$ cat src/hdl/iamss_pkg.sv
package iamss_pkg;

    // register indices on the plain register port
    localparam logic [3:0] CTRL_ADDR = 4'h0; // control: enables, ack data
    localparam logic [3:0] STAT_ADDR = 4'h1; // status: flags, line levels
    localparam logic [3:0] BAUD_ADDR = 4'h2; // baud reload value
    localparam logic [3:0] TXB_ADDR = 4'h3;  // transmit buffer

    // control field positions
    localparam int CTRL_ACK_SEQ_BIT = 0;
    localparam int CTRL_STOPEN_BIT = 1;
    localparam int CTRL_ACK_VAL_BIT = 2;
    localparam int CTRL_HOLD_BIT = 3;

    // status field positions
    localparam int STAT_COLL_BIT = 0;
    localparam int STAT_STOPDET_BIT = 1;
    localparam int STAT_IRQ_BIT = 2;
    localparam int STAT_SCL_BIT = 3;
    localparam int STAT_SDA_BIT = 4;
    localparam int STAT_BUSY_BIT = 5;

    // reset values
    localparam logic [7:0] BAUD_RESET = 8'h09;
    localparam logic [7:0] TXB_RESET = 8'h00;

    // sequencer states
    typedef enum logic [2:0] {
        IAMSS_IDLE = 3'b000,
        IAMSS_ACK_LOW = 3'b001,
        IAMSS_ACK_WAIT = 3'b010,
        IAMSS_ACK_HIGH = 3'b011,
        IAMSS_STP_SDA = 3'b100,
        IAMSS_STP_LOW = 3'b101,
        IAMSS_STP_SCL = 3'b110,
        IAMSS_STP_DONE = 3'b111
    } iamss_state_t;

    // open-drain pin bundle, toward the pads
    typedef struct packed {
        logic scl_oe;
        logic sda_oe;
    } iamss_pins_t;

endpackage : iamss_pkg

$ cat src/hdl/iamss_baud.sv
`timescale 1ns/100ps
`default_nettype none
module iamss_baud #(
    parameter int WIDTH = 8
) (
    input wire logic sys_clk_i,            // system clock
    input wire logic nrst_i,               // async reset, active low
    input wire logic run_i,                // count while high
    input wire logic load_i,               // reload the counter
    input wire logic [WIDTH-1:0] reload_i, // reload value
    output logic tick_o                    // one rollover period elapsed
);

    logic [WIDTH-1:0] cnt_reg;

    // down-counter, reloads on expiry so each tick is one rollover period
    always_ff @(posedge sys_clk_i or negedge nrst_i)
    begin
        if (!nrst_i)
        begin
            cnt_reg <= '0;
            tick_o <= 1'b0;
        end
        else if (load_i || !run_i)
        begin
            cnt_reg <= reload_i;
            tick_o <= 1'b0;
        end
        else if (cnt_reg == '0)
        begin
            cnt_reg <= reload_i;
            tick_o <= 1'b1;
        end
        else
        begin
            cnt_reg <= cnt_reg - 1'b1;
            tick_o <= 1'b0;
        end
    end

endmodule : iamss_baud
`default_nettype wire

$ cat src/hdl/iamss_top.sv
// Operation
// - setting the ack enable pulls scl low and puts the ack data bit on sda.
// - after the ack bit is presented, one rollover period passes, then scl is released.
// - once scl is seen high, one more rollover period passes and scl is pulled low again.
// - at the end of the ack sequence the enable clears, the baud counter stops, idle returns.
// - a transmit buffer write during an ack sequence sets write collision and is dropped.
// - after a byte ends scl stays held low past the ninth clock's falling edge.
// - setting the stop enable first drives sda low.
// - when sda is seen low in a stop sequence the baud counter reloads and counts to zero.
// - at baud expiry scl is released, and sda is released one rollover period later.
// - stop detected is set when sda is seen high while scl is high.
// - one rollover period after stop detection the stop enable clears and the irq flag sets.
// - a transmit buffer write during a stop sequence sets write collision and is dropped.
//
// Design decisions made here: the placing of the registers and strobed register access.
`timescale 1ns/100ps
`default_nettype none
module iamss_top #(
    parameter int BAUD_W = 8
) (
    input wire logic sys_clk_i,     // 200 MHz system clock
    input wire logic nrst_i,        // async reset, active low
    input wire logic [3:0] addr_i,  // register index
    input wire logic [7:0] wdata_i, // write data
    input wire logic wr_i,          // write strobe
    input wire logic rd_i,          // read strobe
    output logic [7:0] rdata_o,     // read data, cycle after rd_i
    input wire logic scl_i,         // scl pad level
    output logic scl_o,             // scl drive value, always low
    output logic scl_oe_o,          // scl pulled low while high
    input wire logic sda_i,         // sda pad level
    output logic sda_o,             // sda drive value, always low
    output logic sda_oe_o,          // sda pulled low while high
    output logic [7:0] txbuf_o      // transmit buffer contents
);

    iamss_pkg::iamss_state_t state_reg;
    iamss_pkg::iamss_pins_t pins_reg;
    logic ack_seq_enable_reg;
    logic stop_seq_enable_reg;
    logic ack_data_value_reg;
    logic hold_reg;
    logic write_collision_flag_reg;
    logic stop_det_reg;
    logic serial_irq_flag_reg;
    logic [BAUD_W-1:0] baud_reg;
    logic [7:0] transmit_buffer_reg;
    logic [2:0] scl_sync_reg;
    logic [2:0] sda_sync_reg;
    logic scl_lvl_reg;
    logic sda_lvl_reg;
    logic busy;
    logic brg_run;
    logic brg_load;
    logic brg_tick;
    logic wr_ctrl;
    logic wr_stat;
    logic wr_txb;

    assign busy = (state_reg != iamss_pkg::IAMSS_IDLE);
    assign wr_ctrl = wr_i && (addr_i == iamss_pkg::CTRL_ADDR);
    assign wr_stat = wr_i && (addr_i == iamss_pkg::STAT_ADDR);
    assign wr_txb = wr_i && (addr_i == iamss_pkg::TXB_ADDR);

    // three-stage pad synchronisers, filtered level when stages two and three agree
    always_ff @(posedge sys_clk_i or negedge nrst_i)
    begin
        if (!nrst_i)
        begin
            scl_sync_reg <= 3'h7;
            sda_sync_reg <= 3'h7;
            scl_lvl_reg <= 1'b1;
            sda_lvl_reg <= 1'b1;
        end
        else
        begin
            scl_sync_reg <= {scl_sync_reg[1:0], scl_i};
            sda_sync_reg <= {sda_sync_reg[1:0], sda_i};
            if (scl_sync_reg[1] == scl_sync_reg[2])
                scl_lvl_reg <= scl_sync_reg[2];
            if (sda_sync_reg[1] == sda_sync_reg[2])
                sda_lvl_reg <= sda_sync_reg[2];
        end
    end

    // baud counter runs only inside a sequence, and is held reloaded in the waits for scl high and sda low
    assign brg_run = busy && (state_reg != iamss_pkg::IAMSS_ACK_WAIT)
        && (state_reg != iamss_pkg::IAMSS_STP_SDA);
    // reload once sda is seen low, and hold reloaded until stop is detected so the
    // irq step comes a full rollover after detection
    assign brg_load = ((state_reg == iamss_pkg::IAMSS_STP_SDA) && !sda_lvl_reg)
        || ((state_reg == iamss_pkg::IAMSS_STP_DONE) && !stop_det_reg);

    iamss_baud #(
        .WIDTH(BAUD_W)
    ) u_baud (
        .sys_clk_i(sys_clk_i),
        .nrst_i(nrst_i),
        .run_i(brg_run),
        .load_i(brg_load),
        .reload_i(baud_reg),
        .tick_o(brg_tick)
    );

    // sequencer: walks the ack and stop waveforms one rollover period per step, except the waits for scl high, sda low and stop detection
    always_ff @(posedge sys_clk_i or negedge nrst_i)
    begin
        if (!nrst_i)
            state_reg <= iamss_pkg::IAMSS_IDLE;
        else
        begin
            case (state_reg)
                iamss_pkg::IAMSS_IDLE:
                begin
                    if (wr_ctrl && wdata_i[iamss_pkg::CTRL_ACK_SEQ_BIT])
                        state_reg <= iamss_pkg::IAMSS_ACK_LOW;
                    else if (wr_ctrl && wdata_i[iamss_pkg::CTRL_STOPEN_BIT])
                        state_reg <= iamss_pkg::IAMSS_STP_SDA;
                end
                iamss_pkg::IAMSS_ACK_LOW:
                    if (brg_tick)
                        state_reg <= iamss_pkg::IAMSS_ACK_WAIT;
                iamss_pkg::IAMSS_ACK_WAIT:
                    if (scl_lvl_reg)
                        state_reg <= iamss_pkg::IAMSS_ACK_HIGH;
                iamss_pkg::IAMSS_ACK_HIGH:
                    if (brg_tick)
                        state_reg <= iamss_pkg::IAMSS_IDLE;
                iamss_pkg::IAMSS_STP_SDA:
                    if (!sda_lvl_reg)
                        state_reg <= iamss_pkg::IAMSS_STP_LOW;
                iamss_pkg::IAMSS_STP_LOW:
                    if (brg_tick)
                        state_reg <= iamss_pkg::IAMSS_STP_SCL;
                iamss_pkg::IAMSS_STP_SCL:
                    if (brg_tick)
                        state_reg <= iamss_pkg::IAMSS_STP_DONE;
                iamss_pkg::IAMSS_STP_DONE:
                    if (stop_det_reg && brg_tick)
                        state_reg <= iamss_pkg::IAMSS_IDLE;
                default:
                    state_reg <= iamss_pkg::IAMSS_IDLE;
            endcase
        end
    end

    // open-drain drive: enable means pull low, release lets the pull-up win
    always_ff @(posedge sys_clk_i or negedge nrst_i)
    begin
        if (!nrst_i)
            pins_reg <= '0;
        else
        begin
            case (state_reg)
                iamss_pkg::IAMSS_IDLE:
                begin
                    if (wr_ctrl && wdata_i[iamss_pkg::CTRL_ACK_SEQ_BIT])
                    begin
                        pins_reg.scl_oe <= 1'b1;
                        pins_reg.sda_oe <= !wdata_i[iamss_pkg::CTRL_ACK_VAL_BIT];
                    end
                    else if (wr_ctrl && wdata_i[iamss_pkg::CTRL_STOPEN_BIT])
                    begin
                        pins_reg.scl_oe <= 1'b1;
                        pins_reg.sda_oe <= 1'b1;
                    end
                    else
                        pins_reg.scl_oe <= hold_reg;
                end
                iamss_pkg::IAMSS_ACK_LOW:
                    if (brg_tick)
                        pins_reg.scl_oe <= 1'b0;
                iamss_pkg::IAMSS_ACK_HIGH:
                    if (brg_tick)
                        pins_reg.scl_oe <= 1'b1;
                iamss_pkg::IAMSS_STP_LOW:
                    if (brg_tick)
                        pins_reg.scl_oe <= 1'b0;
                iamss_pkg::IAMSS_STP_SCL:
                    if (brg_tick)
                        pins_reg.sda_oe <= 1'b0;
                default:
                    pins_reg <= pins_reg;
            endcase
        end
    end

    // control bits: software sets; hardware clears the enable on completion, sets hold after ack, clears it after stop
    always_ff @(posedge sys_clk_i or negedge nrst_i)
    begin
        if (!nrst_i)
        begin
            ack_seq_enable_reg <= 1'b0;
            stop_seq_enable_reg <= 1'b0;
            ack_data_value_reg <= 1'b0;
            hold_reg <= 1'b1;
        end
        else
        begin
            if (wr_ctrl && !busy)
            begin
                ack_data_value_reg <= wdata_i[iamss_pkg::CTRL_ACK_VAL_BIT];
                hold_reg <= wdata_i[iamss_pkg::CTRL_HOLD_BIT];
                ack_seq_enable_reg <= wdata_i[iamss_pkg::CTRL_ACK_SEQ_BIT];
                stop_seq_enable_reg <= wdata_i[iamss_pkg::CTRL_STOPEN_BIT]
                    && !wdata_i[iamss_pkg::CTRL_ACK_SEQ_BIT];
            end
            else
            begin
                if (state_reg == iamss_pkg::IAMSS_ACK_HIGH && brg_tick)
                begin
                    ack_seq_enable_reg <= 1'b0;
                    hold_reg <= 1'b1;
                end
                if (state_reg == iamss_pkg::IAMSS_STP_DONE && stop_det_reg && brg_tick)
                begin
                    stop_seq_enable_reg <= 1'b0;
                    hold_reg <= 1'b0;
                end
            end
        end
    end

    // status flags: hardware set wins over a software clear in the same cycle
    always_ff @(posedge sys_clk_i or negedge nrst_i)
    begin
        if (!nrst_i)
        begin
            write_collision_flag_reg <= 1'b0;
            stop_det_reg <= 1'b0;
            serial_irq_flag_reg <= 1'b0;
        end
        else
        begin
            if (wr_txb && busy)
                write_collision_flag_reg <= 1'b1;
            else if (wr_stat && !wdata_i[iamss_pkg::STAT_COLL_BIT])
                write_collision_flag_reg <= 1'b0;
            if (state_reg == iamss_pkg::IAMSS_STP_DONE && sda_lvl_reg && scl_lvl_reg)
                stop_det_reg <= 1'b1;
            else if (wr_ctrl && wdata_i[iamss_pkg::CTRL_ACK_SEQ_BIT])
                stop_det_reg <= 1'b0;
            else if (wr_stat && !wdata_i[iamss_pkg::STAT_STOPDET_BIT])
                stop_det_reg <= 1'b0;
            if (state_reg == iamss_pkg::IAMSS_STP_DONE && stop_det_reg && brg_tick)
                serial_irq_flag_reg <= 1'b1;
            else if (wr_stat && !wdata_i[iamss_pkg::STAT_IRQ_BIT])
                serial_irq_flag_reg <= 1'b0;
        end
    end

    // baud reload and transmit buffer; buffer writes during a sequence are dropped
    always_ff @(posedge sys_clk_i or negedge nrst_i)
    begin
        if (!nrst_i)
        begin
            baud_reg <= BAUD_W'(iamss_pkg::BAUD_RESET);
            transmit_buffer_reg <= iamss_pkg::TXB_RESET;
        end
        else
        begin
            if (wr_i && addr_i == iamss_pkg::BAUD_ADDR)
                baud_reg <= BAUD_W'(wdata_i);
            if (wr_txb && !busy)
                transmit_buffer_reg <= wdata_i;
        end
    end

    // read port, data stands in the cycle after the strobe only
    always_ff @(posedge sys_clk_i or negedge nrst_i)
    begin
        if (!nrst_i)
            rdata_o <= 8'h00;
        else if (rd_i)
        begin
            case (addr_i)
                iamss_pkg::CTRL_ADDR:
                    rdata_o <= {4'h0, hold_reg, ack_data_value_reg,
                        stop_seq_enable_reg, ack_seq_enable_reg};
                iamss_pkg::STAT_ADDR:
                    rdata_o <= {2'b00, busy, sda_lvl_reg, scl_lvl_reg,
                        serial_irq_flag_reg, stop_det_reg, write_collision_flag_reg};
                iamss_pkg::BAUD_ADDR:
                    rdata_o <= 8'(baud_reg);
                iamss_pkg::TXB_ADDR:
                    rdata_o <= transmit_buffer_reg;
                default:
                    rdata_o <= 8'h00;
            endcase
        end
        else
            rdata_o <= 8'h00;
    end

    // pad outputs, all from flip-flops; drive value is constant low
    always_ff @(posedge sys_clk_i or negedge nrst_i)
    begin
        if (!nrst_i)
        begin
            scl_oe_o <= 1'b0;
            sda_oe_o <= 1'b0;
            scl_o <= 1'b0;
            sda_o <= 1'b0;
            txbuf_o <= 8'h00;
        end
        else
        begin
            scl_oe_o <= pins_reg.scl_oe;
            sda_oe_o <= pins_reg.sda_oe;
            scl_o <= 1'b0;
            sda_o <= 1'b0;
            txbuf_o <= transmit_buffer_reg;
        end
    end

endmodule : iamss_top
`default_nettype wire

$ cat config.mk
export PLATFORM = sky130hd
export DESIGN_NAME = iamss_top
export DESIGN_NICKNAME = d
export VERILOG_FILES = /design/src/hdl/iamss_pkg.sv /design/src/hdl/iamss_baud.sv /design/src/hdl/iamss_top.sv
export SDC_FILE = /design/constraint.sdc
export NUM_CORES = 1
export LEC_CHECK = 0
export ABC_AREA = 1
export BUFFER_PORTS_ARGS = -buffer_cell sky130_fd_sc_hd__buf_4
export CAP_MARGIN = 20
export CORE_ASPECT_RATIO = 1.4
export CORE_MARGIN = 2
export CORE_UTILIZATION = 46
export CTS_CLUSTER_SIZE = 28
export DETAILED_ROUTE_END_ITERATION = 16
export PLACE_DENSITY = 0.74
export SLEW_MARGIN = 20
export SYNTH_ARGS = -nofsm -noshare
export SYNTH_HDL_FRONTEND = slang
export SYNTH_SLANG_ARGS = --single-unit
$ cat constraint.sdc
create_clock -name sys_clk_i -period 3.9 [get_ports sys_clk_i]
set_clock_uncertainty 0.1 [all_clocks]
set_input_delay 0.78 -clock sys_clk_i [delete_from_list [all_inputs] [get_ports sys_clk_i]]
set_output_delay 0.78 -clock sys_clk_i [all_outputs]
set_load 0.01 [all_outputs]
## After elaboration in Yosys (flattened, before gate mapping)

Cells that the tools add are included.
Widths: inputs -> output; s select.

| cells by class | value |
|---|---|
| reductions and logical operators | 48 |
| $add $sub $neg | 1 |
| muxes and demuxes | 37 |
| equality and inequality tests | 23 |

Operators by type and width:

| kind | number |
|---|---|
| $pmux 8 s4 | 1 |
| $mux 3 | 9 |
| $mux 8 | 3 |
| $pmux 3 s8 | 1 |
| $logic_and 1x1->1 | 23 |
| $mux 1 | 20 |
| $eq 3x3->1 const B | 4 |
| $ne 2x1->1 const B | 6 |
| $reduce_bool 3->1 | 4 |
| $reduce_bool 2->1 | 5 |
| $eq 4x2->1 const B | 2 |
| $logic_not 8->1 | 1 |
| $reduce_and 8->1 | 1 |
| $sub 8x1->8 const B | 1 |
| $logic_not 1->1 | 7 |
| $eq 3x2->1 const B | 2 |
| $ne 3x3->1 const B | 2 |
| $reduce_and 3->1 | 2 |
| $eq 4x1->1 const B | 1 |
| $logic_not 4->1 | 1 |
| $ne 2x2->1 const B | 2 |
| $eq 3x1->1 const B | 1 |
| $logic_not 3->1 | 1 |
| $ne 3x2->1 const B | 1 |
| other kinds (6) | 8 |

| word-level totals | value |
|---|---|
| bits in registers | 63 |

## Longest topological paths before layout

| logic depth | value |
|---|---|
| word-level depth | 6 |
| gate-level depth with buffers | 10 |

## By module

A second synthesis with hierarchy kept.

| second synthesis, totals | value |
|---|---|
| cell total of the unflattened synthesis | 339 |
| area, all modules | 2907.8 µm² |

Modules (own cells, without submodules):

| module | cells an instance | area an instance (µm²) | instances |
|---|---|---|---|
| iamss_top | 252 | 2317.2 | 1 |
| iamss_baud | 87 | 590.6 | 1 |

## Worst setup path before layout

Ideal clock, no wire load.

| timing | value |
|---|---|
| path kind | input port to flip-flop |
| start | input addr_i[2] |
| end | register transmit_buffer_reg[0] |
| stages on the path | 7 |
| data arrival time | 1593 ps |
| library setup time | 120 ps |
| path slack | 2088 ps |
| data required time | 3680 ps |
| path through | inv_1 > nand2_1 > nor3_4 > nand3_4 > buf_6 > nand2_2 > o21ai_2 |

| on the way | value |
|---|---|
| word-level cells in the longest chain between the ends | 3 |

Ends and longest elaborated chain:

| what | line | RTL |
|---|---|---|
| from (decl) | iamss_top.sv:23 | `input wire logic [3:0] addr_i,` |
| $eq 4x2->1 | iamss_top.sv:63 | `assign wr_txb = wr_i && (addr_i == iamss_pkg::TXB_ADDR);` |
| $logic_and 1x1->1 | iamss_top.sv:63 |  |
| $logic_and 1x1->1 | iamss_top.sv:264 | `if (wr_txb && !busy)` |
| to (signal assigned) | iamss_top.sv:258 | `transmit_buffer_reg <= iamss_pkg::TXB_RESET;` |
| to (signal assigned) | iamss_top.sv:265 | `transmit_buffer_reg <= wdata_i;` |
| to (decl) | iamss_top.sv:47 | `logic [7:0] transmit_buffer_reg;` |

Every way passes these cells.
A chain may end at the register's enable or synchronous reset.

## Worst setup path after layout

| timing | value |
|---|---|
| start | input addr_i[2] |
| end | register transmit_buffer_reg[4] |

The elaborated chain is that of the path after synthesis.

==> impl_metrics.yaml <==
die:
  dieArea_um2: 6973
  die_y_um: 98.01
  start_util: 0.4708
  row_count: 34
  ios: 38
  die_x_um: 71.15
  core_um2: 6168
worst_setup_path:
  required_ns: 4.03
  rrSetupSlack_ns: 2.07
  startpoint_type: "input port"
  crit_type: "in2reg"
  cp.arrival_ns: 1.99
  r2r_cells: 7
  r2r_end: "transmit_buffer_reg[4]"
  r2r-start: "state_reg[1]"
  worstPathMaxFanout: 16
  endpoint_kind: "register"
cts:
  htreeDepth: 3
  post_cts_buffers: 0
  cts_tree: "yes"
  path_clk_slew_ns: 0.07
  cts_buffers: 9
  cts_buffer_depth: 2
  cts-root-buf: "clkbuf_8"
  cts_num_sinks: 63
  ctsResizeCount: 0
  hold_buffers: 0
  clkLatencyLatePin_ns: 0.34
timing:
  rsz0062_at_grt: "no"
  maxSlewViolCount: 0
  tns_ns: 0
  hold_ws_ns: 0.2572
  setup_ws_ns: 2.040
  min_period_ns: 1.860
  hold_viol_final: 0
  max_freq_ghz: 0.5375
  worstMarginPinSlew_ns: 0.7634
  slew_headroom: 0.4911
  fin_crit_sh: 0.4770
  setup_viol: 0
routing:
  routed_wl_um: 5852
  dr_total_vias: 2289
  wl_per_cell_um: 12.92
  vias_per_cell: 5.053
  route.detailed.drc: 0
  drtAntennaViolNets: 0
  drt_iter0_drc: 135
  dr.pass1.iters: 4
placed_design:
  hpwlAfterDp_um: 4430
  place_congestion: 0.8971
  dp_slack_ns: 1.676
  dp_cells: 437
  port-buffer-count: 35
job:
  cap_violations: 0
pwr:
  cellPowerDensity_nw_per_um2: 723.4
  max-vdd-ir-drop_mv: 0.3845
  p_leak_nw: 1.804
worst_hold_path:
  hold_end: "scl_sync_reg[1]"
  worstHoldStart: "scl_sync_reg[0]"
  hp-class: "reg2reg"
  min_path_cells: 0
synthesis:
  ys_seq_area_frac: 0.5476
  netlist-cell-type-count: 29
  yosysTopAreaCellShare: 0.4481
  ys_seq_elements: 63
  synthTopCellsByCount: "101 x nand2_1, 52 x dfrtp_1, 47 x inv_1"
  synth.most_common_cell: "nand2_1"
  syn_inst: 333
  avgSynthCellArea_um2: 8.721
  yosysWarningCount: 0
  synth_area_leader_cell: "dfrtp_1"
  synth_edf_count: 0
  ys_top_cells_by_area: "dfrtp_1 45%, nand2_1 13%, dfstp_2 10%"
  synth_top_flop_cell: "dfrtp_1"
  netlist_area_um2: 2904
  async_flop_share: 1.000
grt:
  grt_max_degree: 64
  overflow: 0
  grt_pass1_wl_um: 9942
  antenna_found_initial: 0
  track_usage: 0.1859
  grt_pass1_vias: 2242
finish:
  instances_no_fill: 453
  synthToLayoutAreaGrowth_pct: 18.74
  drive_above_1_share: 0.2152
  num_antenna_cells: 0
  finalNetCount: 401
status:
  status: "finished clean"
## critical path, stage by stage
cell	delay [ns]
buf_4	0.12
inv_1	0.04
nand2_1	0.07
nor3_4	0.41
nand3_4	0.33
nand2_1	0.17
o21ai_2	0.06
## placed cells by master, fill, tap and decap left out, types with 4 or more instances in the layout
cell	n
ha_1	7
buf_4	35
dfrtp_1	52
o21ai_2	8
nand2_2	5
nand3_1	20
inv_1	47
o21ai_0	21
nor2_1	27
xor2_1	4
nand2_1	101
clkbuf_8	9
dfstp_2	11
a21oi_1	5
## logic make-up (layout without fill, tap and decap cells)
family	count (synthesis)	in the layout	share of synthesized area
flops	63	63	0.5476
buf+inv	53	100	0.07410
other cells	1	2	0.001291
fa+ha+maj	9	9	0.03705
simple gates	160	160	0.2378
xor+xnor	5	5	0.01508
compound gates	42	42	0.08703
## power breakdown
part | leakage, nW | switching, mW | total (mW) | internal [mW]
combinational | 0.906 | 0.525 | 0.864 | 0.338
sequential | 0.789 | 0.135 | 1.01 | 0.874
clock | 0.110 | 0.261 | 0.622 | 0.360
## through the flow
| stage | utilization | power, mW | area, um2 |
|---|---|---|---|
| 2_1_floorplan | - | 1.608 | 2908 |
| 3_3_place_gp | 0.5235 | 1.853 | 3229 |
| 3_5_place_dp | 0.5235 | 1.881 | 3229 |
| 4_1_cts | 0.5590 | 2.507 | 3448 |
| 5_1_grt | 0.5590 | 2.694 | 3448 |
| 6_report | 0.5590 | 2.495 | 3448 |
## per-layer routing
metal / GRT usage / wire (um) / vias to the layer above
met5: 0 / 0 / -
met4: 0.08273 / 209 / 0
met3: 0.05676 / 254 / 20
met2: 0.3219 / 3116 / 61
met1: 0.2064 / 2272 / 1083
li1: - / - / 1125
## cell type report
cell class	instances	area (um2)
Fill cell	539	2720
Clock buffer	9	123.9
Multi-Input combinational cell	218	1102
Timing Repair Buffer	35	262.8
Clock inverter	7	95.09
Inverter	49	183.9
Tap cell	72	90.09
Sequential cell	63	1590
## worst max-delay path by stage
stage                                         to  slack (ns)          from  cells past startpoint
after floorplan           transmit_buffer_reg[0]        2.09     addr_i[2]                      7
after global placement    transmit_buffer_reg[2]        1.72     addr_i[2]                      7
after detailed placement  transmit_buffer_reg[3]        1.68     addr_i[2]                      7
after CTS                 transmit_buffer_reg[4]        2.04     addr_i[2]                      7
after global routing         stop_seq_enable_reg        1.90  state_reg[1]                      6
final                     transmit_buffer_reg[4]        2.04     addr_i[2]                      7
Note: power is estimated with default switching activity, not from simulation.
